[src/core/mrlf_pkg.sv]
// constants and carriers for the monitor result and limit flag block
package mrlf_pkg;
   localparam int NCH = 5;
   localparam logic [2:0] CH_TEMP = 3'h4;
   localparam logic [2:0] CH_LAST = 3'h4;
   localparam int CLK_HZ = 50_000_000;
   localparam int FRAME_TYP_MS = 47;
   localparam int FRAME_MAX_MS = 60;
   localparam int FRAME_CYC_TYP = FRAME_TYP_MS * (CLK_HZ / 1000);
   localparam int FRAME_CYC_MAX = FRAME_MAX_MS * (CLK_HZ / 1000);
   localparam logic [15:0] RES_MASK = 16'hfff8;
   localparam int ADDR_W = 12;
   localparam logic [2:0] PAGE_REG = 3'h0;
   localparam logic [2:0] PAGE_LUT0 = 3'h1;
   localparam logic [2:0] PAGE_LUT1 = 3'h2;
   localparam logic [2:0] GRP_CFG = 3'h0;
   localparam logic [2:0] GRP_RES = 3'h1;
   localparam logic [2:0] GRP_LIM = 3'h2;
   localparam logic [2:0] GRP_LIM_END = 3'h5;
   localparam logic [2:0] IDX_CTRL = 3'h0;
   localparam logic [2:0] IDX_STAT = 3'h1;
   localparam logic [2:0] IDX_FLAG = 3'h2;
   localparam logic [2:0] IDX_MAN = 3'h3;
   localparam logic [2:0] IDX_POS = 3'h4;
   localparam int CTRL_TEN_BIT = 0;
   localparam int CTRL_FEN_LSB = 8;
   localparam logic CTRL_TEN_RST = 1'b0;
   localparam logic [4:0] CTRL_FEN_RST = 5'h00;
   localparam logic [15:0] MAN_RST = 16'h0000;
   localparam logic [7:0] POS_RST = 8'h00;
   localparam logic [7:0] LUT_RST = 8'h00;
   localparam logic [15:0] RES_RST = 16'h0000;
   localparam logic [15:0] LIM_HI_U_RST = 16'hfff8;
   localparam logic [15:0] LIM_LO_U_RST = 16'h0000;
   localparam logic [15:0] LIM_HI_S_RST = 16'h7ff8;
   localparam logic [15:0] LIM_LO_S_RST = 16'h8000;
   localparam int LUT_N = 72;
   localparam logic [6:0] LUT_LAST = 7'h47;
   localparam logic [8:0] TEMP_OFS = 9'h028;
   localparam logic [1:0] RESP_OKAY = 2'h0;
   localparam logic [1:0] RESP_SLVERR = 2'h2;

   typedef struct packed {
      logic valid;
      logic [2:0] ch;
   } mrlf_adc_req_s;

   typedef struct packed {
      logic valid;
      logic [15:0] code;
   } mrlf_adc_rsp_s;

   typedef struct packed {
      logic [4:0] aHi;
      logic [4:0] aLo;
      logic [4:0] wHi;
      logic [4:0] wLo;
   } mrlf_flags_s;

   // limit k: group k/5 (alarm hi, alarm lo, warn hi, warn lo), channel k%5
   function automatic logic [15:0] lim_rst(input int k);
      logic isTemp;
      logic isHi;
      isTemp = (k % NCH) == int'(CH_TEMP);
      isHi = ((k / NCH) % 2) == 0;
      if (isHi) begin
         lim_rst = isTemp ? LIM_HI_S_RST : LIM_HI_U_RST;
      end else begin
         lim_rst = isTemp ? LIM_LO_S_RST : LIM_LO_U_RST;
      end
   endfunction
endpackage

[src/core/mrlf_top.sv]
// monitor result formatting, limit flags, fault pins and resistor selection
//
// The register offsets and the AXI4-Lite register port are this design's own decisions.
`timescale 1ns/10ps
`default_nettype none
// How it works
// - conversion sets its channel's done bit
// - alarm and warning flags per channel
// - per-channel enable of limit indication
// - results are 16-bit, left-justified thirteen bits
// - three result LSBs forced to zero
// - channels refreshed round-robin each frame
// - frame period typically 47 ms, max 60
// - limit compare runs automatically, no command
// - flags set within bounded time
// - voltages unsigned, temperature two's complement
// - codes span 8000..7ff8 and 0000..fff8
// - temperature high byte degrees, low fraction
// - count weights 100 uV and 38.147 uV
// - fault pin asserts on alarm limit violation too
// - two buffers drive open-drain outputs
// - resistor positions set independently
// - lookup per 2 degrees, -40 to 102
// - index enable low selects manual positions
module mrlf_top import mrlf_pkg::*; #(
   parameter int FRAME_CYCLES = FRAME_CYC_TYP // one frame of five slots
) (
   input wire logic sys_clk, // 50 MHz clock
   input wire logic arst_n, // async reset
   input wire logic [11:0] s_axi_awaddr, // write address
   input wire logic s_axi_awvalid, // write address valid
   output logic s_axi_awready, // write address ready
   input wire logic [31:0] s_axi_wdata, // write data
   input wire logic [3:0] s_axi_wstrb, // byte strobes
   input wire logic s_axi_wvalid, // write data valid
   output logic s_axi_wready, // write data ready
   output logic [1:0] s_axi_bresp, // write response
   output logic s_axi_bvalid, // write response valid
   input wire logic s_axi_bready, // write response ready
   input wire logic [11:0] s_axi_araddr, // read address
   input wire logic s_axi_arvalid, // read address valid
   output logic s_axi_arready, // read address ready
   output logic [31:0] s_axi_rdata, // read data
   output logic [1:0] s_axi_rresp, // read response
   output logic s_axi_rvalid, // read data valid
   input wire logic s_axi_rready, // read data ready
   output mrlf_adc_req_s adcReq, // conversion request pulse
   input wire mrlf_adc_rsp_s adcRsp, // conversion result pulse
   input wire logic faultBufferIn, // fault buffer pin
   input wire logic losBufferIn, // loss buffer pin
   output logic faultOpenDrainOut, // fault pin level when driven
   output logic faultOpenDrainOe_n, // fault pin pull-down enable
   output logic losOpenDrainOut, // loss pin level when driven
   output logic losOpenDrainOe_n, // loss pin pull-down enable
   output logic [1:0][7:0] resPos // resistor positions
);
   localparam int SLOT = FRAME_CYCLES / NCH;
   localparam logic [31:0] SLOT_LAST = 32'(SLOT - 1);

   logic awReady_q, wReady_q, awHeld_q, wHeld_q, bValid_q, arReady_q, rValid_q;
   logic [11:0] awAddr_q;
   logic [31:0] wData_q, rData_q;
   logic [3:0] wStrb_q;
   logic [1:0] bResp_q, rResp_q;
   logic ctrlTen_q;
   logic [4:0] ctrlFen_q, done_q;
   logic [15:0] man_q;
   logic [15:0] res_q [NCH];
   logic [15:0] lim_q [4*NCH];
   logic [7:0] lut_q [2][LUT_N];
   logic [1:0][7:0] pos_q;
   mrlf_flags_s flags_q, cmpFlags;
   logic [31:0] slotCnt_q;
   logic [2:0] ch_q, pendCh_q;
   mrlf_adc_req_s adcReq_q;
   logic [1:0] faultSync_q, losSync_q;
   logic faultOe_q, losOe_q, odOut_q;

   function automatic logic addrOk(input logic [11:0] a);
      logic [2:0] g;
      logic [2:0] x;
      g = a[7:5];
      x = a[4:2];
      case (a[11:9])
         PAGE_REG: addrOk = !a[8] && (g == GRP_CFG ? x <= IDX_POS
                                                   : (g <= GRP_LIM_END && x <= CH_LAST));
         PAGE_LUT0, PAGE_LUT1: addrOk = a[8:2] <= LUT_LAST;
         default: addrOk = 1'b0;
      endcase
   endfunction

   function automatic logic [15:0] merge16(input logic [15:0] old, input logic [31:0] d,
                                           input logic [3:0] s);
      merge16 = {s[1] ? d[15:8] : old[15:8], s[0] ? d[7:0] : old[7:0]};
   endfunction

   // bus handshakes
   wire logic awTake = s_axi_awvalid & awReady_q;
   wire logic wTake = s_axi_wvalid & wReady_q;
   wire logic doWrite = awHeld_q & wHeld_q & !bValid_q;
   wire logic awHeldD = doWrite ? 1'b0 : (awHeld_q | awTake);
   wire logic wHeldD = doWrite ? 1'b0 : (wHeld_q | wTake);
   wire logic arTake = s_axi_arvalid & arReady_q;
   wire logic rValidD = arTake | (rValid_q & !s_axi_rready);

   // write decode
   wire logic [2:0] wPage = awAddr_q[11:9];
   wire logic [2:0] wGrp = awAddr_q[7:5];
   wire logic [2:0] wIdx = awAddr_q[4:2];
   wire logic [6:0] wLut = awAddr_q[8:2];
   wire logic [4:0] wLimK = ({2'b00, wGrp} - 5'd2) * 5'd5 + {2'b00, wIdx};
   wire logic wOk = addrOk(awAddr_q);
   wire logic wCfg = doWrite & wOk & (wPage == PAGE_REG) & (wGrp == GRP_CFG);
   wire logic wrCtrl = wCfg & (wIdx == IDX_CTRL);
   wire logic wrStat = wCfg & (wIdx == IDX_STAT) & wStrb_q[0];
   wire logic wrMan = wCfg & (wIdx == IDX_MAN);
   wire logic wrLim = doWrite & wOk & (wPage == PAGE_REG) & (wGrp >= GRP_LIM);
   wire logic wrLut0 = doWrite & wOk & (wPage == PAGE_LUT0) & wStrb_q[0];
   wire logic wrLut1 = doWrite & wOk & (wPage == PAGE_LUT1) & wStrb_q[0];

   // read decode
   wire logic [2:0] rPage = s_axi_araddr[11:9];
   wire logic [2:0] rGrp = s_axi_araddr[7:5];
   wire logic [2:0] rIdx = s_axi_araddr[4:2];
   wire logic [6:0] rLut = s_axi_araddr[8:2];
   wire logic [4:0] rLimK = ({2'b00, rGrp} - 5'd2) * 5'd5 + {2'b00, rIdx};
   wire logic rOk = addrOk(s_axi_araddr);
   wire logic [31:0] ctrlWord = {19'h0, ctrlFen_q, 7'h0, ctrlTen_q};
   wire logic [31:0] flagWord = {3'h0, flags_q.wLo, 3'h0, flags_q.wHi,
                                 3'h0, flags_q.aLo, 3'h0, flags_q.aHi};
   wire logic [31:0] rdCfg = rIdx == IDX_CTRL ? ctrlWord
                           : rIdx == IDX_STAT ? {27'h0, done_q}
                           : rIdx == IDX_FLAG ? flagWord
                           : rIdx == IDX_MAN ? {16'h0, man_q}
                           : {16'h0, pos_q};
   wire logic [31:0] rdReg = rGrp == GRP_CFG ? rdCfg
                           : rGrp == GRP_RES ? {16'h0, res_q[rIdx]}
                           : {16'h0, lim_q[rLimK]};
   wire logic [31:0] rdAll = !rOk ? 32'h0
                           : rPage == PAGE_REG ? rdReg
                           : {24'h0, lut_q[rPage == PAGE_LUT1][rLut]};

   always_ff @(posedge sys_clk or negedge arst_n) begin
      if (!arst_n) begin
         awReady_q <= 1'b1;
         wReady_q <= 1'b1;
         awHeld_q <= 1'b0;
         wHeld_q <= 1'b0;
         awAddr_q <= 12'h000;
         wData_q <= 32'h0;
         wStrb_q <= 4'h0;
         bValid_q <= 1'b0;
         bResp_q <= RESP_OKAY;
      end else begin
         awHeld_q <= awHeldD;
         wHeld_q <= wHeldD;
         awReady_q <= !awHeldD;
         wReady_q <= !wHeldD;
         if (awTake) begin
            awAddr_q <= s_axi_awaddr;
         end
         if (wTake) begin
            wData_q <= s_axi_wdata;
            wStrb_q <= s_axi_wstrb;
         end
         if (doWrite) begin
            bValid_q <= 1'b1;
            bResp_q <= wOk ? RESP_OKAY : RESP_SLVERR;
         end else if (s_axi_bready) begin
            bValid_q <= 1'b0;
         end
      end
   end

   always_ff @(posedge sys_clk or negedge arst_n) begin
      if (!arst_n) begin
         arReady_q <= 1'b1;
         rValid_q <= 1'b0;
         rData_q <= 32'h0;
         rResp_q <= RESP_OKAY;
      end else begin
         rValid_q <= rValidD;
         arReady_q <= !rValidD;
         if (arTake) begin
            rData_q <= rdAll;
            rResp_q <= rOk ? RESP_OKAY : RESP_SLVERR;
         end
      end
   end

   // round-robin conversion slots, five per frame
   wire logic slotEnd = slotCnt_q == SLOT_LAST;
   wire logic rspFire = adcRsp.valid;
   wire logic [4:0] doneSet = rspFire ? 5'h01 << pendCh_q : 5'h00;
   wire logic [4:0] doneClr = wrStat ? wData_q[4:0] : 5'h00;

   always_ff @(posedge sys_clk or negedge arst_n) begin
      if (!arst_n) begin
         slotCnt_q <= 32'h0;
         ch_q <= 3'h0;
         pendCh_q <= 3'h0;
         adcReq_q <= '0;
         done_q <= 5'h00;
      end else begin
         slotCnt_q <= slotEnd ? 32'h0 : slotCnt_q + 32'h1;
         if (slotEnd) begin
            ch_q <= (ch_q == CH_LAST) ? 3'h0 : ch_q + 3'h1;
            pendCh_q <= ch_q;
         end
         adcReq_q <= '{valid: slotEnd, ch: ch_q};
         done_q <= (done_q & ~doneClr) | doneSet;
      end
   end

   // results: twelve-plus bits kept, low three always zero
   always_ff @(posedge sys_clk or negedge arst_n) begin
      if (!arst_n) begin
         for (int i = 0; i < NCH; i++) begin
            res_q[i] <= RES_RST;
         end
      end else if (rspFire) begin
         res_q[pendCh_q] <= adcRsp.code & RES_MASK;
      end
   end

   always_ff @(posedge sys_clk or negedge arst_n) begin
      if (!arst_n) begin
         ctrlTen_q <= CTRL_TEN_RST;
         ctrlFen_q <= CTRL_FEN_RST;
         man_q <= MAN_RST;
         for (int k = 0; k < 4 * NCH; k++) begin
            lim_q[k] <= lim_rst(k);
         end
      end else begin
         if (wrCtrl && wStrb_q[0]) begin
            ctrlTen_q <= wData_q[CTRL_TEN_BIT];
         end
         if (wrCtrl && wStrb_q[1]) begin
            ctrlFen_q <= wData_q[CTRL_FEN_LSB +: 5];
         end
         if (wrMan) begin
            man_q <= merge16(man_q, wData_q, wStrb_q);
         end
         if (wrLim) begin
            lim_q[wLimK] <= merge16(lim_q[wLimK], wData_q, wStrb_q);
         end
      end
   end

   always_ff @(posedge sys_clk or negedge arst_n) begin
      if (!arst_n) begin
         for (int t = 0; t < LUT_N; t++) begin
            lut_q[0][t] <= LUT_RST;
            lut_q[1][t] <= LUT_RST;
         end
      end else begin
         if (wrLut0) begin
            lut_q[0][wLut] <= wData_q[7:0];
         end
         if (wrLut1) begin
            lut_q[1][wLut] <= wData_q[7:0];
         end
      end
   end

   // per-channel limit compare, temperature signed
   for (genvar i = 0; i < NCH; i++) begin : g_cmp
      mrlf_cmp u_cmp (
         .value(res_q[i]),
         .isSigned(3'(i) == CH_TEMP),
         .aHiLim(lim_q[i]),
         .aLoLim(lim_q[NCH + i]),
         .wHiLim(lim_q[2 * NCH + i]),
         .wLoLim(lim_q[3 * NCH + i]),
         .aHi(cmpFlags.aHi[i]),
         .aLo(cmpFlags.aLo[i]),
         .wHi(cmpFlags.wHi[i]),
         .wLo(cmpFlags.wLo[i])
      );
   end

   // temperature whole degrees in the upper byte, 2 degree steps from -40
   wire logic [7:0] tWhole = res_q[CH_TEMP][15:8];
   wire logic [8:0] tSum = {tWhole[7], tWhole} + TEMP_OFS;
   wire logic [6:0] lutIdx = tSum[8] ? 7'h00
                           : (tSum[7:1] > LUT_LAST ? LUT_LAST : tSum[7:1]);
   wire logic [4:0] limViol = ctrlFen_q & (flags_q.aHi | flags_q.aLo);

   always_ff @(posedge sys_clk or negedge arst_n) begin
      if (!arst_n) begin
         flags_q <= '0;
         pos_q <= {POS_RST, POS_RST};
         faultSync_q <= 2'b00;
         losSync_q <= 2'b00;
         faultOe_q <= 1'b0;
         losOe_q <= 1'b0;
         odOut_q <= 1'b0;
      end else begin
         flags_q <= cmpFlags;
         for (int r = 0; r < 2; r++) begin
            pos_q[r] <= ctrlTen_q ? lut_q[r][lutIdx] : man_q[r * 8 +: 8];
         end
         faultSync_q <= {faultSync_q[0], faultBufferIn};
         losSync_q <= {losSync_q[0], losBufferIn};
         faultOe_q <= faultSync_q[1] | (|limViol);
         losOe_q <= losSync_q[1];
         odOut_q <= 1'b0;
      end
   end

   assign s_axi_awready = awReady_q;
   assign s_axi_wready = wReady_q;
   assign s_axi_bvalid = bValid_q;
   assign s_axi_bresp = bResp_q;
   assign s_axi_arready = arReady_q;
   assign s_axi_rvalid = rValid_q;
   assign s_axi_rdata = rData_q;
   assign s_axi_rresp = rResp_q;
   assign adcReq = adcReq_q;
   assign faultOpenDrainOut = odOut_q;
   assign faultOpenDrainOe_n = faultOe_q;
   assign losOpenDrainOut = odOut_q;
   assign losOpenDrainOe_n = losOe_q;
   assign resPos = pos_q;

   // checking helpers
   logic [31:0] gapCnt_q;
   logic seenReq_q;
   logic [2:0] lastCh_q;
   always_ff @(posedge sys_clk or negedge arst_n) begin
      if (!arst_n) begin
         gapCnt_q <= 32'h0;
         seenReq_q <= 1'b0;
         lastCh_q <= 3'h0;
      end else begin
         gapCnt_q <= adcReq_q.valid ? 32'h0 : gapCnt_q + 32'h1;
         if (adcReq_q.valid) begin
            seenReq_q <= 1'b1;
            lastCh_q <= adcReq_q.ch;
         end
      end
   end
endmodule
`default_nettype wire

[src/core/mrlf_cmp.sv]
// one channel's high and low limit comparison, signed or unsigned
`timescale 1ns/10ps
`default_nettype none
module mrlf_cmp (
   input wire logic [15:0] value, // masked channel result
   input wire logic isSigned, // two's complement channel
   input wire logic [15:0] aHiLim, // alarm high limit
   input wire logic [15:0] aLoLim, // alarm low limit
   input wire logic [15:0] wHiLim, // warning high limit
   input wire logic [15:0] wLoLim, // warning low limit
   output logic aHi, // above alarm high
   output logic aLo, // below alarm low
   output logic wHi, // above warning high
   output logic wLo // below warning low
);
   // flipping the sign bit turns a signed compare into an unsigned one
   wire logic [15:0] v = {value[15] ^ isSigned, value[14:0]};
   wire logic [15:0] ah = {aHiLim[15] ^ isSigned, aHiLim[14:0]};
   wire logic [15:0] al = {aLoLim[15] ^ isSigned, aLoLim[14:0]};
   wire logic [15:0] wh = {wHiLim[15] ^ isSigned, wHiLim[14:0]};
   wire logic [15:0] wl = {wLoLim[15] ^ isSigned, wLoLim[14:0]};
   assign aHi = v > ah;
   assign aLo = v < al;
   assign wHi = v > wh;
   assign wLo = v < wl;
endmodule
`default_nettype wire

[config.mk]
export PLATFORM = sky130hd
export DESIGN_NAME = mrlf_top
export DESIGN_NICKNAME = d
export VERILOG_FILES = /design/src/core/mrlf_pkg.sv /design/src/core/mrlf_top.sv /design/src/core/mrlf_cmp.sv
export SDC_FILE = /design/constraint.sdc
export NUM_CORES = 2
export LEC_CHECK = 0
export BUFFER_PORTS_ARGS = -buffer_cell sky130_fd_sc_hd__buf_4
export CAP_MARGIN = 15
export CORE_MARGIN = 10
export CORE_UTILIZATION = 50
export DETAILED_ROUTE_END_ITERATION = 7
export PLACE_DENSITY_LB_ADDON = 0.3
export SETUP_SLACK_MARGIN = 0.4
export SLEW_MARGIN = 15
export SYNTH_ARGS = -nofsm -noshare
export SYNTH_HDL_FRONTEND = slang
export SYNTH_SLANG_ARGS = --single-unit
[constraint.sdc]
create_clock -name sys_clk -period 4.24 [get_ports sys_clk]
set_clock_uncertainty 0.05 [all_clocks]
set_input_delay 0.848 -clock sys_clk [delete_from_list [all_inputs] [get_ports sys_clk]]
set_output_delay 0.848 -clock sys_clk [all_outputs]
set_load 0.05 [all_outputs]
==> results.json <==
{
  "status": "finished clean",
  "fp.dieW_microns": 460,
  "cp.buffers_inverters": 4,
  "crit_slowest_cell": "or4_4",
  "die_h_microns": 460,
  "synth.mux.area_fraction": 0.339,
  "cts_tree": "built",
  "gp_routability_congestion": 1.02,
  "clockBufferDepth": 3,
  "power_leakage_nw": 50.7,
  "grt_pass1_vias": 73105,
  "io_pins": 151,
  "drc_errors": 0,
  "slew_violations": 0,
  "area_delta_synth_final_pct": 14.5,
  "cp_max_fo": 7,
  "num_vias": 73594,
  "synthAdderAreaFrac": 0.0376,
  "drive_gt1_frac": 0.427,
  "wl_per_cell_microns": 35.4,
  "final_core_util": 0.576,
  "synth_xor_area_frac": 0.00361,
  "antenna_found_initial": 28,
  "crit_type": "flop to flop",
  "relSlewSlack": 0.170,
  "finalCriticalPeriod_ps": 3890,
  "yosysWarnings": 0,
  "cp.arrival_ps": 4600,
  "grt_pass1_wl_mm": 531,
  "htree_levels": 4,
  "rsz0062_at_grt": "yes",
  "cp-start-kind": "flop",
  "syn_area_sq_mm": 0.0970,
  "finalCritPeriodShare": 0.917,
  "r2r_slack_ps": 350,
  "synthDistinctLibCells": 95,
  "synth_enable_flop_cells": 0,
  "grt_usage": 0.342,
  "synth_top_area_frac": 0.407,
  "hold_path_class": "input port to flop",
  "hold_viol_final": 0,
  "power_density_mw_per_mm2": 430,
  "viasPerCell": 6.97,
  "cts_buffers": 188,
  "start_util": 0.503,
  "fmax_ghz": 0.257,
  "clkSinkCount": 1711,
  "yosys.area.top_type": "dfrtp_1",
  "avgSynthCellArea_sq_um": 12.7,
  "ys.flop_type": "dfrtp_1",
  "drtPass1Iterations": 7,
  "nNetsFinal": 8239,
  "end_kind": "flop",
  "crit_top_cell": "buf_12",
  "crit_family": "simple AND/OR/NAND/NOR gates",
  "synthArstFlopShare": 1.00,
  "maxCapViolCount": 0,
  "path_cells": "inv_2 > ha_4 > or3b_4 > nor4_4 > or3_4 > buf_12 > buf_12 > mux2_2 > o22ai_2 > a21oi_2 > or4_4 > nand4_1 > o211ai_1 > buf_4",
  "synth_compound_area_frac": 0.0726,
  "whs_ps": 65.8,
  "ys_seq_elements": 1711,
  "core_area_sq_mm": 0.193,
  "cp.required_ps": 4950,
  "synth_top_family_by_area": "multiplexers",
  "drt_iter0_markers": 8949,
  "hpwl_mm": 261,
  "worst_pin_slew_ps": 1240,
  "core.rowCount": 161,
  "synth_seq_area_share": 0.443,
  "ir_drop_mv": 0.800,
  "wirelength_mm": 374,
  "finalSetupViolations": 0,
  "clkTransAtPathRegs_ps": 70,
  "die-area_sq_mm": 0.212,
  "netlist_instances": 7621,
  "synthTopCellsByArea": "dfrtp_1, mux2_2, mux4_2",
  "cts-root-buf": "clkbuf_16",
  "yosys.area_share.simple": 0.0658,
  "drtAntennaViolNets": 0,
  "clk-insertion-delay-late_ps": 880,
  "grt-ovfl-total": 0,
  "io_buffers": 115,
  "grt_max_degree": 157,
  "max_stage_delay_ps": 620
}
==> cell usage after synthesis (69+ instances only) <==
library cell	count
dfrtp_1	1578
mux2_2	1577
nand2_1	596
mux4_2	565
clkbuf_1	343
inv_1	297
ha_1	285
mux2i_1	201
a21oi_1	186
nand3_1	182
buf_2	165
dfstp_2	133
nor2_1	126
o221ai_1	124
o22ai_1	115
o21ai_0	112
a21o_1	69
==> layout by cell type (no fill, tap or decap), types with 25 or more instances in the layout <==
cell / synthesis / routed
a211oi_1: 26 / 25
a21o_1: 69 / 69
a21oi_1: 186 / 179
a22oi_1: 48 / 48
a31oi_1: 35 / 34
a32oi_1: 62 / 60
and3_1: 39 / 37
buf_12: 0 / 94
buf_4: 25 / 498
clkbuf_1: 343 / 50
clkbuf_16: 0 / 203
clkbuf_8: 0 / 50
dfrtp_1: 1578 / 1566
dfstp_2: 133 / 133
ha_1: 285 / 277
inv_1: 297 / 293
mux2_1: 31 / 30
mux2_2: 1577 / 1562
mux2_4: 1 / 26
mux2i_1: 201 / 201
mux4_2: 565 / 565
nand2_1: 596 / 584
nand3_1: 182 / 179
nand4_1: 58 / 58
nor2_1: 126 / 121
nor2_2: 66 / 62
nor2b_1: 30 / 30
nor3_1: 48 / 42
o211ai_1: 66 / 66
o21ai_0: 112 / 104
o221ai_1: 124 / 119
o22ai_1: 115 / 106
or3_1: 31 / 30
==> registers in the layout (all words and copies together), names as in the netlist, 2 cells and up <==
register,cells
ctrlFen_q,5
man_q,16
lut_q,1152
pendCh_q,3
lim_q,320
resPos,16
wData_q,16
losSync_q,2
res_q,65
wStrb_q,2
flagWord,20
ch_q,3
slotCnt_q,32
adcReq,4
faultSync_q,2
s_axi_rdata,26
done_q,5
awAddr_q,10
==> final timing paths <==
check                              start             end  cells after the start
min in group asynchronous         arst_n        res_q[9]                      2
min                        faultBufferIn  faultSync_q[0]                      1
max reg2reg                    res_q[11]       resPos[9]                     14
min reg2reg                 losSync_q[0]    losSync_q[1]                      0
max in group asynchronous         arst_n     lut_q[1036]                      4
max                            res_q[11]       resPos[9]                     14
==> worst reg2reg max path, stage by stage (launching register included) <==
cell,delay [ps]
dfrtp_2,440
inv_2,90
ha_4,230
or3b_4,400
nor4_4,220
or3_4,270
buf_12,170
buf_12,140
mux2_2,360
o22ai_2,140
a21oi_2,80
or4_4,620
nand4_1,250
o211ai_1,130
buf_4,190
==> layout make-up <==
cell class | instances | area (sq um)
tap | 2526 | 3160
fill | 15414 | 81700
timing repair buffer | 619 | 6190
clock buffer | 294 | 5730
sequential | 1711 | 43000
antenna | 12 | 30.0
multi-input combinational | 5043 | 51200
inverter | 301 | 1140
clock inverter | 47 | 601
==> power breakdown <==
part | internal, mW | total, mW | switching, mW
Clock | 9.96 | 16.9 | 6.98
Combinational | 4.25 | 12.5 | 8.21
Sequential | 16.8 | 18.4 | 1.61
==> cell families (layout without fill, tap and decap cells) <==
logic type               Yosys count  count (layout)
multiplexers                    2375            2384
flip-flops                      1711            1711
AND/OR/NAND/NOR                 1317            1317
AO/OA/AOI/OAI                   1002            1003
buffers and inverters            886            1261
adder cells (fa/ha/maj)          289             289
XOR/XNOR                          40              40
other                              1              22
==> per-stage QoR <==
| stage | total power [mW] | TNS (ps) | setup WS, ps | cell area (sq um) | instances |
|---|---|---|---|---|---|
| final | 47.8 | 0 | 351 | 111000 | 10553 |
| after global routing | 48.8 | 0 | 290 | 111000 | 10544 |
| after CTS | 46.8 | 0 | 340 | 110000 | 10499 |
| after detailed placement | 29.2 | -750 | -226 | 103000 | 10141 |
| after global placement | 29.0 | -787 | -211 | 103000 | 10141 |
| after floorplan | 24.0 | -708 | -170 | 97100 | 7630 |
==> per-layer routing <==
layer,routed length [microns],share of wire,track usage
met5,229,0.00061,0
met2,162000,0.43,0.503
met4,32900,0.088,0.245
met3,43100,0.12,0.109
met1,136000,0.36,0.426
==> timing repair <==
| action | 4_1_cts | 5_1_grt |
|---|---|---|
| pin swaps | 6 | 22 |
| hold buffers | 1 | 0 |
| setup buffers | 10 | 26 |
| gates resized for setup | 54 | 85 |
| setup endpoints to repair | 298 | 370 |
| cloned | 6 | 16 |
| hold endpoints to repair | 32 | 0 |
Power figures use the tool's default switching activity.
